## src/rtl/enc_regs_map.svh

```systemverilog
// Register offsets, field positions, reset values and timing figures of the mode/timing bank
`ifndef ENC_REGS_MAP_SVH
`define ENC_REGS_MAP_SVH

// ==========================================================
// Register offsets (serial port subaddress)
`define OFS_OUTPUT_CONFIG 5'h04
`define OFS_TIMING_SELECT 5'h07
`define OFS_SYNC_ADJUST 5'h08

// ==========================================================
// Reset values
`define RST_OUTPUT_CONFIG 8'h00
`define RST_TIMING_SELECT 8'h00
`define RST_SYNC_ADJUST 8'h00
`define RDATA_UNMAPPED 8'h00

// ==========================================================
// output_config fields
`define B_OUTPUT_FORMAT 0
`define B_COMPONENT_FORMAT 1
`define B_COMPONENT_SYNC 2
`define B_LONG_VSYNC 3
`define B_PEDESTAL 4
`define B_BLANK_FILTER 5
`define B_SLEEP 6

// ==========================================================
// timing_select fields
`define B_MASTER_SLAVE 0
`define F_TIMING_MODE 2:1
`define B_BLANK_INPUT 3
`define F_LUMA_DELAY 5:4
`define B_COUNTER_RESET 7

// ==========================================================
// sync_adjust fields
`define F_LINE_SYNC_WIDTH 1:0
`define F_LINE_TO_FIELD 3:2
`define F_FIELD_EDGE_VSYNC 5:4
`define F_PIXEL_SHIFT 7:6

// ==========================================================
// Modes and timing figures
`define TIMING_MODE_1 2'h1
`define TIMING_MODE_2 2'h2
`define VSYNC_HALF_LINES_PAL 3'h5
`define VSYNC_HALF_LINES_NTSC 3'h6
`define VSYNC_HALF_LINES_NORMAL 3'h0
`define LUMA_STEP_PS 74000
`define MCLK_PERIOD_PS 5000

`endif

```

## src/rtl/enc_regs_pkg.sv

```systemverilog
// Types shared by the mode/timing register bank
package enc_regs_pkg;

	// ==========================================================
	// Decoded controls handed to the encoder datapath
	typedef struct packed {
		logic output_format_select;
		logic component_format_select;
		logic component_sync_enable;
		logic pedestal_enable;
		logic blanking_filter_enable;
		logic sleep_enable;
		logic master_slave_select;
		logic [1:0] timing_mode_field;
		logic blank_gate;
		logic [1:0] luma_delay_field;
		logic [1:0] line_sync_width;
		logic [1:0] line_to_field_offset;
		logic [1:0] field_edge_delay;
		logic [1:0] vsync_width;
		logic [1:0] line_sync_pixel_shift;
		logic [2:0] long_vertical_sync;
	} enc_ctrl_t;

	// ==========================================================
	// Counter-reset toggle tracker
	typedef enum logic [1:0] {
		TOG_ARMED = 2'b01,
		TOG_HIGH = 2'b10
	} tog_state_t;

endpackage

```

## src/rtl/video_encoder_mode_timing_regs.sv

```systemverilog
// Mode, output and sync timing registers of the video encoder, with luma delay line
`timescale 1ns/1ps
`include "enc_regs_map.svh"

module video_encoder_mode_timing_regs
	import enc_regs_pkg::*;
#(
	parameter int LUMA_W = 10
) (
	input wire logic mclk, // 200 MHz pixel-side clock
	input wire logic srst, // Synchronous reset, active high
	input wire logic reg_wr, // Register write strobe
	input wire logic reg_rd, // Register read strobe
	input wire logic [4:0] reg_addr, // Register subaddress
	input wire logic [7:0] reg_wdata, // Write data
	output logic [7:0] reg_rdata, // Read data, valid cycle after reg_rd
	output logic reg_rvalid, // Read data valid pulse
	input wire logic standard_is_pal, // Video standard: 1 PAL, 0 NTSC
	input wire logic blank_in_n, // External blanking input, active low
	input wire logic [LUMA_W-1:0] luma_in, // Luma samples in
	output logic [LUMA_W-1:0] luma_out, // Delayed luma samples out
	output enc_ctrl_t ctrl, // Decoded controls
	output logic timing_counter_clear // One-cycle counter clear pulse
);

	// ==========================================================
	// Timing figures
	localparam int LUMA_STEP_CYC = (`LUMA_STEP_PS + `MCLK_PERIOD_PS - 1) / `MCLK_PERIOD_PS;
	localparam int LINE_DEPTH = 3 * LUMA_STEP_CYC;

	if (LUMA_W < 1 || LUMA_STEP_CYC < 1) begin : g_param_check
		$error("luma width and step must be at least one");
	end

	// ==========================================================
	// Register storage
	logic [7:0] output_config_r;
	logic [7:0] timing_select_r;
	logic [7:0] sync_adjust_r;
	logic [7:0] reg_rdata_nxt;

	// Decode stays live during sleep so the host can always wake the part
	wire sel_output_config = (reg_addr == `OFS_OUTPUT_CONFIG);
	wire sel_timing_select = (reg_addr == `OFS_TIMING_SELECT);
	wire sel_sync_adjust = (reg_addr == `OFS_SYNC_ADJUST);

	always_ff @(posedge mclk) begin
		if (srst) begin
			output_config_r <= `RST_OUTPUT_CONFIG;
			timing_select_r <= `RST_TIMING_SELECT;
			sync_adjust_r <= `RST_SYNC_ADJUST;
		end else if (reg_wr) begin
			if (sel_output_config) begin
				output_config_r <= reg_wdata;
			end
			if (sel_timing_select) begin
				timing_select_r <= reg_wdata;
			end
			if (sel_sync_adjust) begin
				sync_adjust_r <= reg_wdata;
			end
		end
	end

	assign reg_rdata_nxt = sel_output_config ? output_config_r :
		sel_timing_select ? timing_select_r :
		sel_sync_adjust ? sync_adjust_r : `RDATA_UNMAPPED;

	always_ff @(posedge mclk) begin
		if (srst) begin
			reg_rdata <= `RDATA_UNMAPPED;
			reg_rvalid <= 1'b0;
		end else begin
			reg_rvalid <= reg_rd;
			if (reg_rd) begin
				reg_rdata <= reg_rdata_nxt;
			end
		end
	end

	// ==========================================================
	// Control decode
	wire sleeping = output_config_r[`B_SLEEP];
	wire is_master = timing_select_r[`B_MASTER_SLAVE];
	wire [1:0] mode = timing_select_r[`F_TIMING_MODE];
	wire [1:0] shared_f = sync_adjust_r[`F_FIELD_EDGE_VSYNC];
	wire long_vs = output_config_r[`B_LONG_VSYNC];
	wire [2:0] vs_half = standard_is_pal ? `VSYNC_HALF_LINES_PAL : `VSYNC_HALF_LINES_NTSC;
	enc_ctrl_t ctrl_nxt;

	always_comb begin
		ctrl_nxt.output_format_select = output_config_r[`B_OUTPUT_FORMAT];
		ctrl_nxt.component_format_select = output_config_r[`B_COMPONENT_FORMAT];
		ctrl_nxt.component_sync_enable = output_config_r[`B_COMPONENT_SYNC];
		// PAL has no pedestal, so the bit is masked rather than trusted
		ctrl_nxt.pedestal_enable = output_config_r[`B_PEDESTAL] & ~standard_is_pal;
		ctrl_nxt.blanking_filter_enable = output_config_r[`B_BLANK_FILTER];
		ctrl_nxt.sleep_enable = sleeping;
		ctrl_nxt.master_slave_select = is_master;
		ctrl_nxt.timing_mode_field = mode;
		ctrl_nxt.blank_gate = ~is_master & timing_select_r[`B_BLANK_INPUT] & ~blank_in_n;
		ctrl_nxt.luma_delay_field = timing_select_r[`F_LUMA_DELAY];
		ctrl_nxt.line_sync_width = sync_adjust_r[`F_LINE_SYNC_WIDTH];
		ctrl_nxt.line_to_field_offset = sync_adjust_r[`F_LINE_TO_FIELD];
		ctrl_nxt.field_edge_delay = (mode == `TIMING_MODE_1) ? shared_f : 2'h0;
		ctrl_nxt.vsync_width = (mode == `TIMING_MODE_2) ? shared_f : 2'h0;
		ctrl_nxt.line_sync_pixel_shift = sync_adjust_r[`F_PIXEL_SHIFT];
		// Length in half lines; PAL or NTSC count picked by standard_is_pal
		ctrl_nxt.long_vertical_sync = long_vs ? vs_half : `VSYNC_HALF_LINES_NORMAL;
	end

	always_ff @(posedge mclk) begin
		if (srst) begin
			ctrl <= '0;
		end else begin
			ctrl <= ctrl_nxt;
		end
	end

	// ==========================================================
	// Counter reset: clear fires on the falling half of low-high-low
	tog_state_t tog_r;
	tog_state_t tog_nxt;
	wire cnt_bit = timing_select_r[`B_COUNTER_RESET];
	logic clear_nxt;

	always_comb begin
		tog_nxt = tog_r;
		clear_nxt = 1'b0;
		case (tog_r)
			TOG_ARMED: begin
				if (cnt_bit) begin
					tog_nxt = TOG_HIGH;
				end
			end
			TOG_HIGH: begin
				if (!cnt_bit) begin
					tog_nxt = TOG_ARMED;
					clear_nxt = 1'b1;
				end
			end
			default: begin
				tog_nxt = TOG_ARMED;
			end
		endcase
	end

	always_ff @(posedge mclk) begin
		if (srst) begin
			tog_r <= TOG_ARMED;
			timing_counter_clear <= 1'b0;
		end else begin
			tog_r <= tog_nxt;
			timing_counter_clear <= clear_nxt;
		end
	end

	// ==========================================================
	// Luma delay line, 15 taps per step of the delay field
	logic [LUMA_W-1:0] dline [0:LINE_DEPTH-1];
	logic [LUMA_W-1:0] luma_nxt;

	always_ff @(posedge mclk) begin
		dline[0] <= luma_in;
	end

	genvar gi;
	generate
		for (gi = 1; gi < LINE_DEPTH; gi++) begin : g_dline
			always_ff @(posedge mclk) begin
				dline[gi] <= dline[gi-1];
			end
		end
	endgenerate

	wire [1:0] ldel = timing_select_r[`F_LUMA_DELAY];
	assign luma_nxt = (ldel == 2'h0) ? luma_in : dline[int'(ldel) * LUMA_STEP_CYC - 1];

	// Sleep parks luma_out at zero; the delay line keeps shifting
	always_ff @(posedge mclk) begin
		if (srst || sleeping) begin
			luma_out <= '0;
		end else begin
			luma_out <= luma_nxt;
		end
	end
endmodule // video_encoder_mode_timing_regs

```

## config.mk

```make
export PLATFORM = sky130hd
export DESIGN_NAME = video_encoder_mode_timing_regs
export DESIGN_NICKNAME = d
export VERILOG_FILES = /design/src/rtl/enc_regs_pkg.sv /design/src/rtl/video_encoder_mode_timing_regs.sv
export VERILOG_INCLUDE_DIRS = /design/src /design/src/rtl
export SDC_FILE = /design/constraint.sdc
export NUM_CORES = 1
export LEC_CHECK = 0
export ABC_AREA = 0
export BUFFER_PORTS_ARGS = -buffer_cell sky130_fd_sc_hd__buf_2
export CORE_ASPECT_RATIO = 0.6
export CORE_MARGIN = 4
export CORE_UTILIZATION = 62
export DETAILED_ROUTE_END_ITERATION = 6
export PLACE_DENSITY_LB_ADDON = 0.25
export SETUP_SLACK_MARGIN = 0.2
export SYNTH_ARGS = -nofsm -noshare
export SYNTH_HDL_FRONTEND = slang
export SYNTH_SLANG_ARGS = --single-unit
```

## constraint.sdc

```tcl
create_clock -name mclk -period 3.3 [get_ports mclk]
set_input_delay 0.33 -clock mclk [delete_from_list [all_inputs] [get_ports mclk]]
set_output_delay 0.33 -clock mclk [all_outputs]
set_load 0.05 [all_outputs]
```

# After elaboration in Yosys (flattened, before gate mapping)
# Memories as Yosys holds them, arrays and structs flattened.
# Cells that the tools add are included.
# W data, S select, Z words.
# totals
ff_bits	71
mem_bits_rw	450
input_bits	29
output_inout_bits	45
word_cells	65
n_memories	1
# classes
addsub	1
multipliers	1
n_eq_ne	9
muxes	9
bitwise_logic	10
n_reduce_logical	10
# mem_list
name	words	word_bits	rd	rd_ports_with_merged_regs	write_ports	line	source
dline	45	10	45	0	45	video_encoder_mode_timing_regs.sv:160	logic [LUMA_W-1:0] dline [0:LINE_DEPTH-1];
# op_table
operator	count
$mux W8	3
$eq A5 B3 Y1 const B	2
$mux W10	1
$reduce_and A2 Y1	4
$reduce_or A2 Y1	4
$not A1 Y1	7
$mul A2 B4 Y6 const B	1
$mux W2	3
$sub A6 B2 Y6 const B	1
$eq A5 B4 Y1 const B	1
$eq A2 B1 Y1 const B	2
$eq A2 B2 Y1 const B	2
$ne A2 B2 Y1 const B	2
$pmux W2 S2	1
$and A1 B1 Y1	3
$logic_not A2 Y1	1
$logic_or A1 B1 Y1	1
$mux W1	1

# Longest topological paths before layout
# Gate-level depths: netlist of run 1.
# depth
ltp_word	4
depth_mapped	11

# Worst setup path before layout of run 1
# Ideal clock, no wire load.
# synth_path
path_kind	register to register
from	register timing_select_r[4]
to	register luma_out[7]
setup_time_ns	0.122
arrival_time_ns	2.176
slack_ns	1.002
path_stages_with_launch	11
cell_sequence	dfxtp_1 -> inv_1 -> clkbuf_1 -> ha_1 -> nor2b_2 -> buf_6 -> buf_6 -> a221oi_1 -> a21oi_1 -> nor4_1 -> nor2_1
# synth_between
elab_chain_cells	4
elab_cells_between_ends	5
classes_between	1 x add/sub; 1 x mul; 1 x mux; 1 x reduce/logical; 1 x memory
# synth_rtl
element	line	source
from (decl)	video_encoder_mode_timing_regs.sv:38	logic [7:0] timing_select_r;
from (signal assigned)	video_encoder_mode_timing_regs.sv:50	timing_select_r <= `RST_TIMING_SELECT;
from (signal assigned)	video_encoder_mode_timing_regs.sv:57	timing_select_r <= reg_wdata;
$mul A2 B4 Y6	video_encoder_mode_timing_regs.sv:177	assign luma_nxt = (ldel == 2'h0) ? luma_in : dline[int'(ldel) * LUMA_STEP_CYC - 1];
$sub A6 B2 Y6	video_encoder_mode_timing_regs.sv:177	
$mem_v2 Z45 W10	--	
$mux W10 *	video_encoder_mode_timing_regs.sv:177	
to (signal assigned)	video_encoder_mode_timing_regs.sv:184	luma_out <= luma_nxt;
to (decl)	video_encoder_mode_timing_regs.sv:21	output logic [LUMA_W-1:0] luma_out,
# Every way passes the cells marked *; elsewhere a longest branch is shown, timed or not.
# A chain may end at the register's enable or synchronous reset.

# Worst setup path in the final report of run 1
# layout_path
from	register timing_select_r[4]
to	register luma_out[9]
# Same word-level chain as after synthesis.

==> results of run 1 <==
cell usage after synthesis, types with 3 or more instances:
master,number
dfxtp_1,521
a221o_1,4
nor2b_1,32
a221oi_1,19
a222oi_1,8
a31oi_1,5
o211ai_1,11
a211oi_1,12
a2111oi_0,3
inv_1,6
a311oi_1,5
and3b_1,5
nand2b_1,5
nand2_1,57
a22oi_1,15
nand3_1,26
buf_2,19
a21oi_1,57
clkbuf_1,15
o21ai_0,31
and3_1,3
nor2_1,22
nor3_1,3
ha_1,4
buf_6,4
report_power, final:
group          switching [mW]  internal (mW)  total [mW]  leakage (nW)
Sequential              0.117           6.60        6.71          4.37
Clock                    2.11           2.72        4.83         0.649
Combinational           0.146         0.0787       0.224          1.09
Total                    2.37           9.40        11.8          6.11
flip-flops by register name (all words and copies together) (netlist names):
signal / flops
ctrl: 25
dline: 450
luma_out: 10
output_config_r: 8
reg_rdata: 8
reg_rvalid: 1
sync_adjust_r: 8
timing_counter_clear: 1
timing_select_r: 8
tog_r: 2
final cells by class:
class | count | area [um^2]
clock buffers | 57 | 1166
clock inverters | 14 | 170.2
fillers | 1271 | 5249
inverters | 6 | 22.52
multi-input cells | 357 | 2157
flip-flops and latches | 521 | 10430
well taps | 273 | 341.6
repair buffers | 103 | 633.1
layer usage:
layer / share of wire / vias to the layer above / wire [um]
li1: - / 3380 / -
met1: 0.49 / 3334 / 11540
met2: 0.42 / 255 / 9742
met3: 0.074 / 44 / 1735
met4: 0.016 / 0 / 385
met5: 0 / - / 0
tightest hold or removal path: cells and delay by family:
kind	cells	cell delay [ps]
AO/OA/AOI/OAI	1	50
AND/OR/NAND/NOR	1	60
buffers and inverters	1	110
metrics by stage:
stage	utilization	setup WS [ps]	cells	hold WS, ps	power [mW]
after floorplan	-	1002	925	309.6	6.941
after global placement	0.6676	966.1	1248	309.7	7.040
after detailed placement	0.6676	900.6	1248	312.1	7.055
after CTS	0.7398	856.3	1331	59.30	11.86
after global routing	0.7398	643.8	1331	69.50	12.18
final	0.7398	829.8	1331	74.01	11.77
worst min-delay path by stage:
stage                             endpoint  slack (ps)  cells past startpoint
after CTS                 sync_adjust_r[3]          60                      3
after detailed placement       dline[1][9]         310                      0
after global routing      sync_adjust_r[3]          70                      3
after global placement         dline[1][8]         310                      0
final                     sync_adjust_r[3]          70                      3
after floorplan               dline[12][3]         310                      0
repair_timing:
action                     4_1_cts  5_1_grt
resized for setup                0        0
hold buffers                    12        0
hold endpoints to repair        13        0
setup endpoints to repair        0        0
kinds of logic (layout without fill, tap and decap cells):
family,Yosys count,count (layout),share of synthesized area
multiplexers,2,2,0.001562
flip-flops,521,521,0.8140
XOR/XNOR,5,5,0.004004
adder cells (fa/ha/maj),4,4,0.003906
AO/OA/AOI/OAI,181,181,0.09374
AND/OR/NAND/NOR,165,165,0.06455
buffers and inverters,47,180,0.01826
==> flow_metrics.tcl, run 1 <==
set metrics [dict create \
    grt_pass1_vias 6975 \
    drcViolationCount 7 \
    area_growth_pct 16.44 \
    first_pass_iters 7 \
    clock_skew_ps 12.70 \
    synth_area_per_cell_um2 13.85 \
    vias 7013 \
    ios 74 \
    status "finished with violations" \
    tns_ps 0 \
    grt_overflow_total 0 \
    synth.cell_area_mm2 0.01281 \
    hold_viol_final 0 \
    use_met1 0.3215 \
    die_width_um 193.6 \
    dieHeight_um 119.4 \
    grt_usage 0.2047 \
    reg2reg_from "timing_select_r[4]" \
    period_share 0.7485 \
    peakVddDrop_v 0.0006294 \
    netlist.area_leader.share 0.8140 \
    r2r_slack_ps 830 \
    p_per_area_mw_per_mm2 788.6 \
    leakagePower_nw 6.112 \
    post_drt_wl_per_cell_um 17.59 \
    drtIter0Drc 739 \
    numPortBuffers 73 \
    grt_max_degree 36 \
    globalRoute.busiestLayer "met1" \
    place_congestion 0.8082 \
    yosys-top-cells-area "dfxtp_1, a21oi_1, nand2_1" \
    grt_first_pass_wirelength_um 37770 \
    r2r_cells 10 \
    synth_ff_type "dfxtp_1" \
    worstHoldStart "reg_wdata[3]" \
    htree_levels 2 \
    insertion_delay_ps 530 \
    syn_inst 925 \
    layout_commonest_cell "dfxtp_1" \
    synth_seq_cells 521 \
    synth_edf_count 0 \
    stdcell_area_mm2 0.01492 \
    cts-root-buf "clkbuf_16" \
    postCtsSetupBuffers 0 \
    critical_path_class "flop to flop" \
    final_cell_mix "dfxtp_1, buf_2, nand2_1, a21oi_1, clkbuf_16" \
    cpMaxStageDelayCell "dfxtp_1" \
    use_met3 0.04495 \
    path_buf_inv 3 \
    synth_largest_area_cell "dfxtp_1" \
    async_flop_share 0 \
    dieArea_mm2 0.02311 \
    worstPathRequired_ps 3710 \
    rsz0062_at_grt "false" \
    cp_top_family "compound AO/OA/AOI/OAI gates" \
    drive_gt1_frac 0.1512 \
    antennaDiodeCount 0 \
    cp.depth 10 \
    worstSetupStartpointType "flop" \
    syn_nets 958 \
    cp_max_fo 31 \
    hp-class "input port to flop" \
    end_kind "flop" \
    period_needed_ps 2470 \
    cts_buffer_depth 3 \
    seq_area_frac_synth 0.8140 \
    slew_headroom 0.3607 \
    slew_viol_final 0 \
    cap_violations 0 \
    tritoncts "yes" \
    antenna_left 0 \
    max_clock_freq_mhz 404.8 \
    path_cells "buf_4 -> inv_1 -> ha_1 -> buf_4 -> nor2b_1 -> a221oi_1 -> a221o_1 -> nand2_1 -> a221oi_1 -> nor2_1" \
    worst_slew_pin_slew_ps 952.1 \
    slowest_delay_ps 400 \
    place_area_mm2 0.01346 \
    yosysUniqueCellTypes 47 \
    vias_per_cell 5.269 \
    cp-endpoint "luma_out[9]" \
    setup_viol 0 \
    cp_data_arrival_time_ps 2880 \
    r2r-end "luma_out[9]" \
    numClockSinks 521 \
    final_nets 1063 \
    gr-usage-met2 0.2887 \
    cts_buffers 41 \
    cp-startpoint "timing_select_r[4]" \
    antenna_found_initial 2 \
    clkTransAtPathRegs_ps 70 \
    yosysWarningCount 0 \
    start_util 0.6353 \
    violations "DRC" \
    coreArea_mm2 0.02017 \
    wl_um 23410 \
    row_count 40 \
    hpwl_um 13740 \
]
Power figures use the tool's default switching activity.
==> run 2: changes to the inputs <==
CORE_UTILIZATION = 52   (was 62)
clock period = 2 ns   (was 3.3 ns; I/O delays follow)
==> run 2 against run 1 <==
  * The flow now finishes without violations
  * Final area grew 6.8%
  * Maximum frequency up 26%
  * Register-to-register slack got worse by 790 ps
  * First-iteration DRC count down 24%
  * Sequential share of layout area decreased by 4.4 points
  * Global-route usage down 3.0 points
  * Largest cell class unchanged
  * Sequential power rose by 65%
  * Count of clock-buffer cells in the layout decreased by 3
==> flow_metrics.tcl, run 2 (synthesized netlist as in run 1, its figures left out) <==
set metrics [dict create \
    cts-root-buf "clkbuf_16" \
    n_fill_cell 1754 \
    coreArea_mm2 0.02422 \
    status "complete, no violations" \
    largest-register "dline" \
    drive_gt1_frac 0.2182 \
    insertion_delay_ps 550 \
    wl_um 24140 \
    antenna_left 0 \
    dieArea_mm2 0.02730 \
    rsz0062_at_grt "true" \
    antennaDiodeCount 0 \
    p_per_area_mw_per_mm2 1240 \
    period_needed_ps 1963 \
    hp-class "input port to flop" \
    netSwitchingFraction 0.2024 \
    grt_first_pass_wirelength_um 37230 \
    leakagePower_nw 6.484 \
    cts_buffers 41 \
    final_cell_mix "dfxtp_1, buf_2, nand2_1, a21oi_1, clkbuf_16" \
    clkTransAtPathRegs_ps 70 \
    drcViolationCount 0 \
    place_congestion 0.8117 \
    fin_cells 1431 \
    end_kind "flop" \
    p_int_mw 15.75 \
    dieHeight_um 129.6 \
    hpwl_um 14760 \
    cap_violations 0 \
    row_count 44 \
    cp_max_fo 5 \
    period_share 0.9815 \
    antenna_found_initial 0 \
    worst_slew_pin_slew_ps 517.3 \
    hold_viol_final 0 \
    tritoncts "yes" \
    multi_input_area_mm2 0.002484 \
    die_width_um 210.7 \
    clockPowerShare 0.417 \
    slew_headroom 0.6538 \
    grt_max_degree 46 \
    cts_buffer_depth 3 \
    place_ws_ps -42.99 \
    worstPathRequired_ps 2440 \
    vias_per_cell 4.982 \
    cp_data_arrival_time_ps 2410 \
    peakVddDrop_v 0.0008167 \
    clock_skew_ps 19.18 \
    place_area_mm2 0.01377 \
    largest_reg_flops 450 \
    final_util 0.6575 \
    seqCellArea_mm2 0.01044 \
    grt_pass1_vias 6751 \
    grt_usage 0.1743 \
    slew_viol_final 0 \
    dp.cells 1310 \
    combPwrFrac 0.022 \
    worstSetupStartpointType "flop" \
    grt_overflow_total 0 \
    power.switching_mw 3.996 \
    vias 7129 \
    area_growth_pct 24.30 \
    layout_commonest_cell "dfxtp_1" \
    numPortBuffers 73 \
    htree_levels 2 \
    seqPwrFrac 0.561 \
    first_pass_iters 6 \
    post_drt_wl_per_cell_um 16.87 \
    numClockSinks 521 \
    max_clock_freq_mhz 509.4 \
    top_regs "dline: 450 flops, ctrl: 25 flops, luma_out: 10 flops" \
    stdcell_area_mm2 0.01593 \
    drtIter0Drc 563 \
    final_nets 1112 \
    start_util 0.5290 \
    critical_path_class "flop to flop" \
    setup_viol 0 \
    setup_slack_ps 37.08 \
    ios 74 \
]
-- run 2: cell types whose count changed in the layout (fill, tap and decap cells not counted), moves of 6 or more --
cell,previous run,this run
dlygate4sd3_1,12,20
a221oi_2,0,12
buf_12,1,7
buf_4,17,38
a221oi_1,19,3
buf_6,0,10
clkbuf_8,8,2
-- run 2: power groups by stage --
| stage | sequential (mW) | clock (mW) | combinational (mW) |
|---|---|---|---|
| after floorplan | 11.3 | 0 | 0.166 |
| after global placement | 11.3 | 0 | 0.357 |
| after detailed placement | 11.3 | 0 | 0.362 |
| after CTS | 11.1 | 8.44 | 0.417 |
| after global routing | 11.1 | 8.89 | 0.462 |
| final | 11.1 | 8.24 | 0.429 |
-- run 2: final timing paths --
| check | from | endpoint | slack, ps | cells after the start |
|---|---|---|---|---|
| worst max-delay path | timing_select_r[4] | luma_out[7] | 40 | 10 |
| worst min-delay path | srst | sync_adjust_r[1] | 70 | 3 |
| worst max register to register | timing_select_r[4] | luma_out[7] | 40 | 10 |
| worst min register to register | dline[17][1] | dline[18][1] | 320 | 0 |
-- run 2: final cells by class --
class / count / area share
clock inverters: 19 / 0.01838
multi-input cells: 357 / 0.1559
repair buffers: 152 / 0.07463
inverters: 6 / 0.001885
clock buffers: 54 / 0.06874
well taps: 322 / 0.02529
flip-flops and latches: 521 / 0.6551
-- run 2: through the flow --
stage	TNS (ps)	hold WS, ps	total power, mW
2_1_floorplan	0	227.7	11.46
3_3_place_gp	0	309.9	11.64
3_5_place_dp	-46.40	312.1	11.66
4_1_cts	0	48.55	19.93
5_1_grt	-261.3	61.77	20.48
6_report	0	72.73	19.75
-- run 2: worst max-delay path, cell delays in order (launching register included) --
cell and delay [ps]:
dfxtp_4 380, inv_4 40, ha_4 280, buf_4 130, inv_6 50, buf_6 130, buf_4 150, a221oi_4 260
a21oi_2 80, nor4_2 280, nor2_1 70
-- run 2: layer usage --
layer  routed length (um)  track usage  up-vias
met2                 9569       0.2254      218
met3                 1615      0.04186       41
met1                12530       0.2837     3392
met4                  431      0.05371        0
met5                    0            0        -
li1                     -            -     3478
-- run 2: repair_timing --
action	in CTS	in global routing
hold buffers	20	0
resized for setup	38	19
pin swaps	25	24
cloned	2	1
endpoints found under the hold margin	45	0
buffers inserted	21	4
setup endpoints to repair	10	10
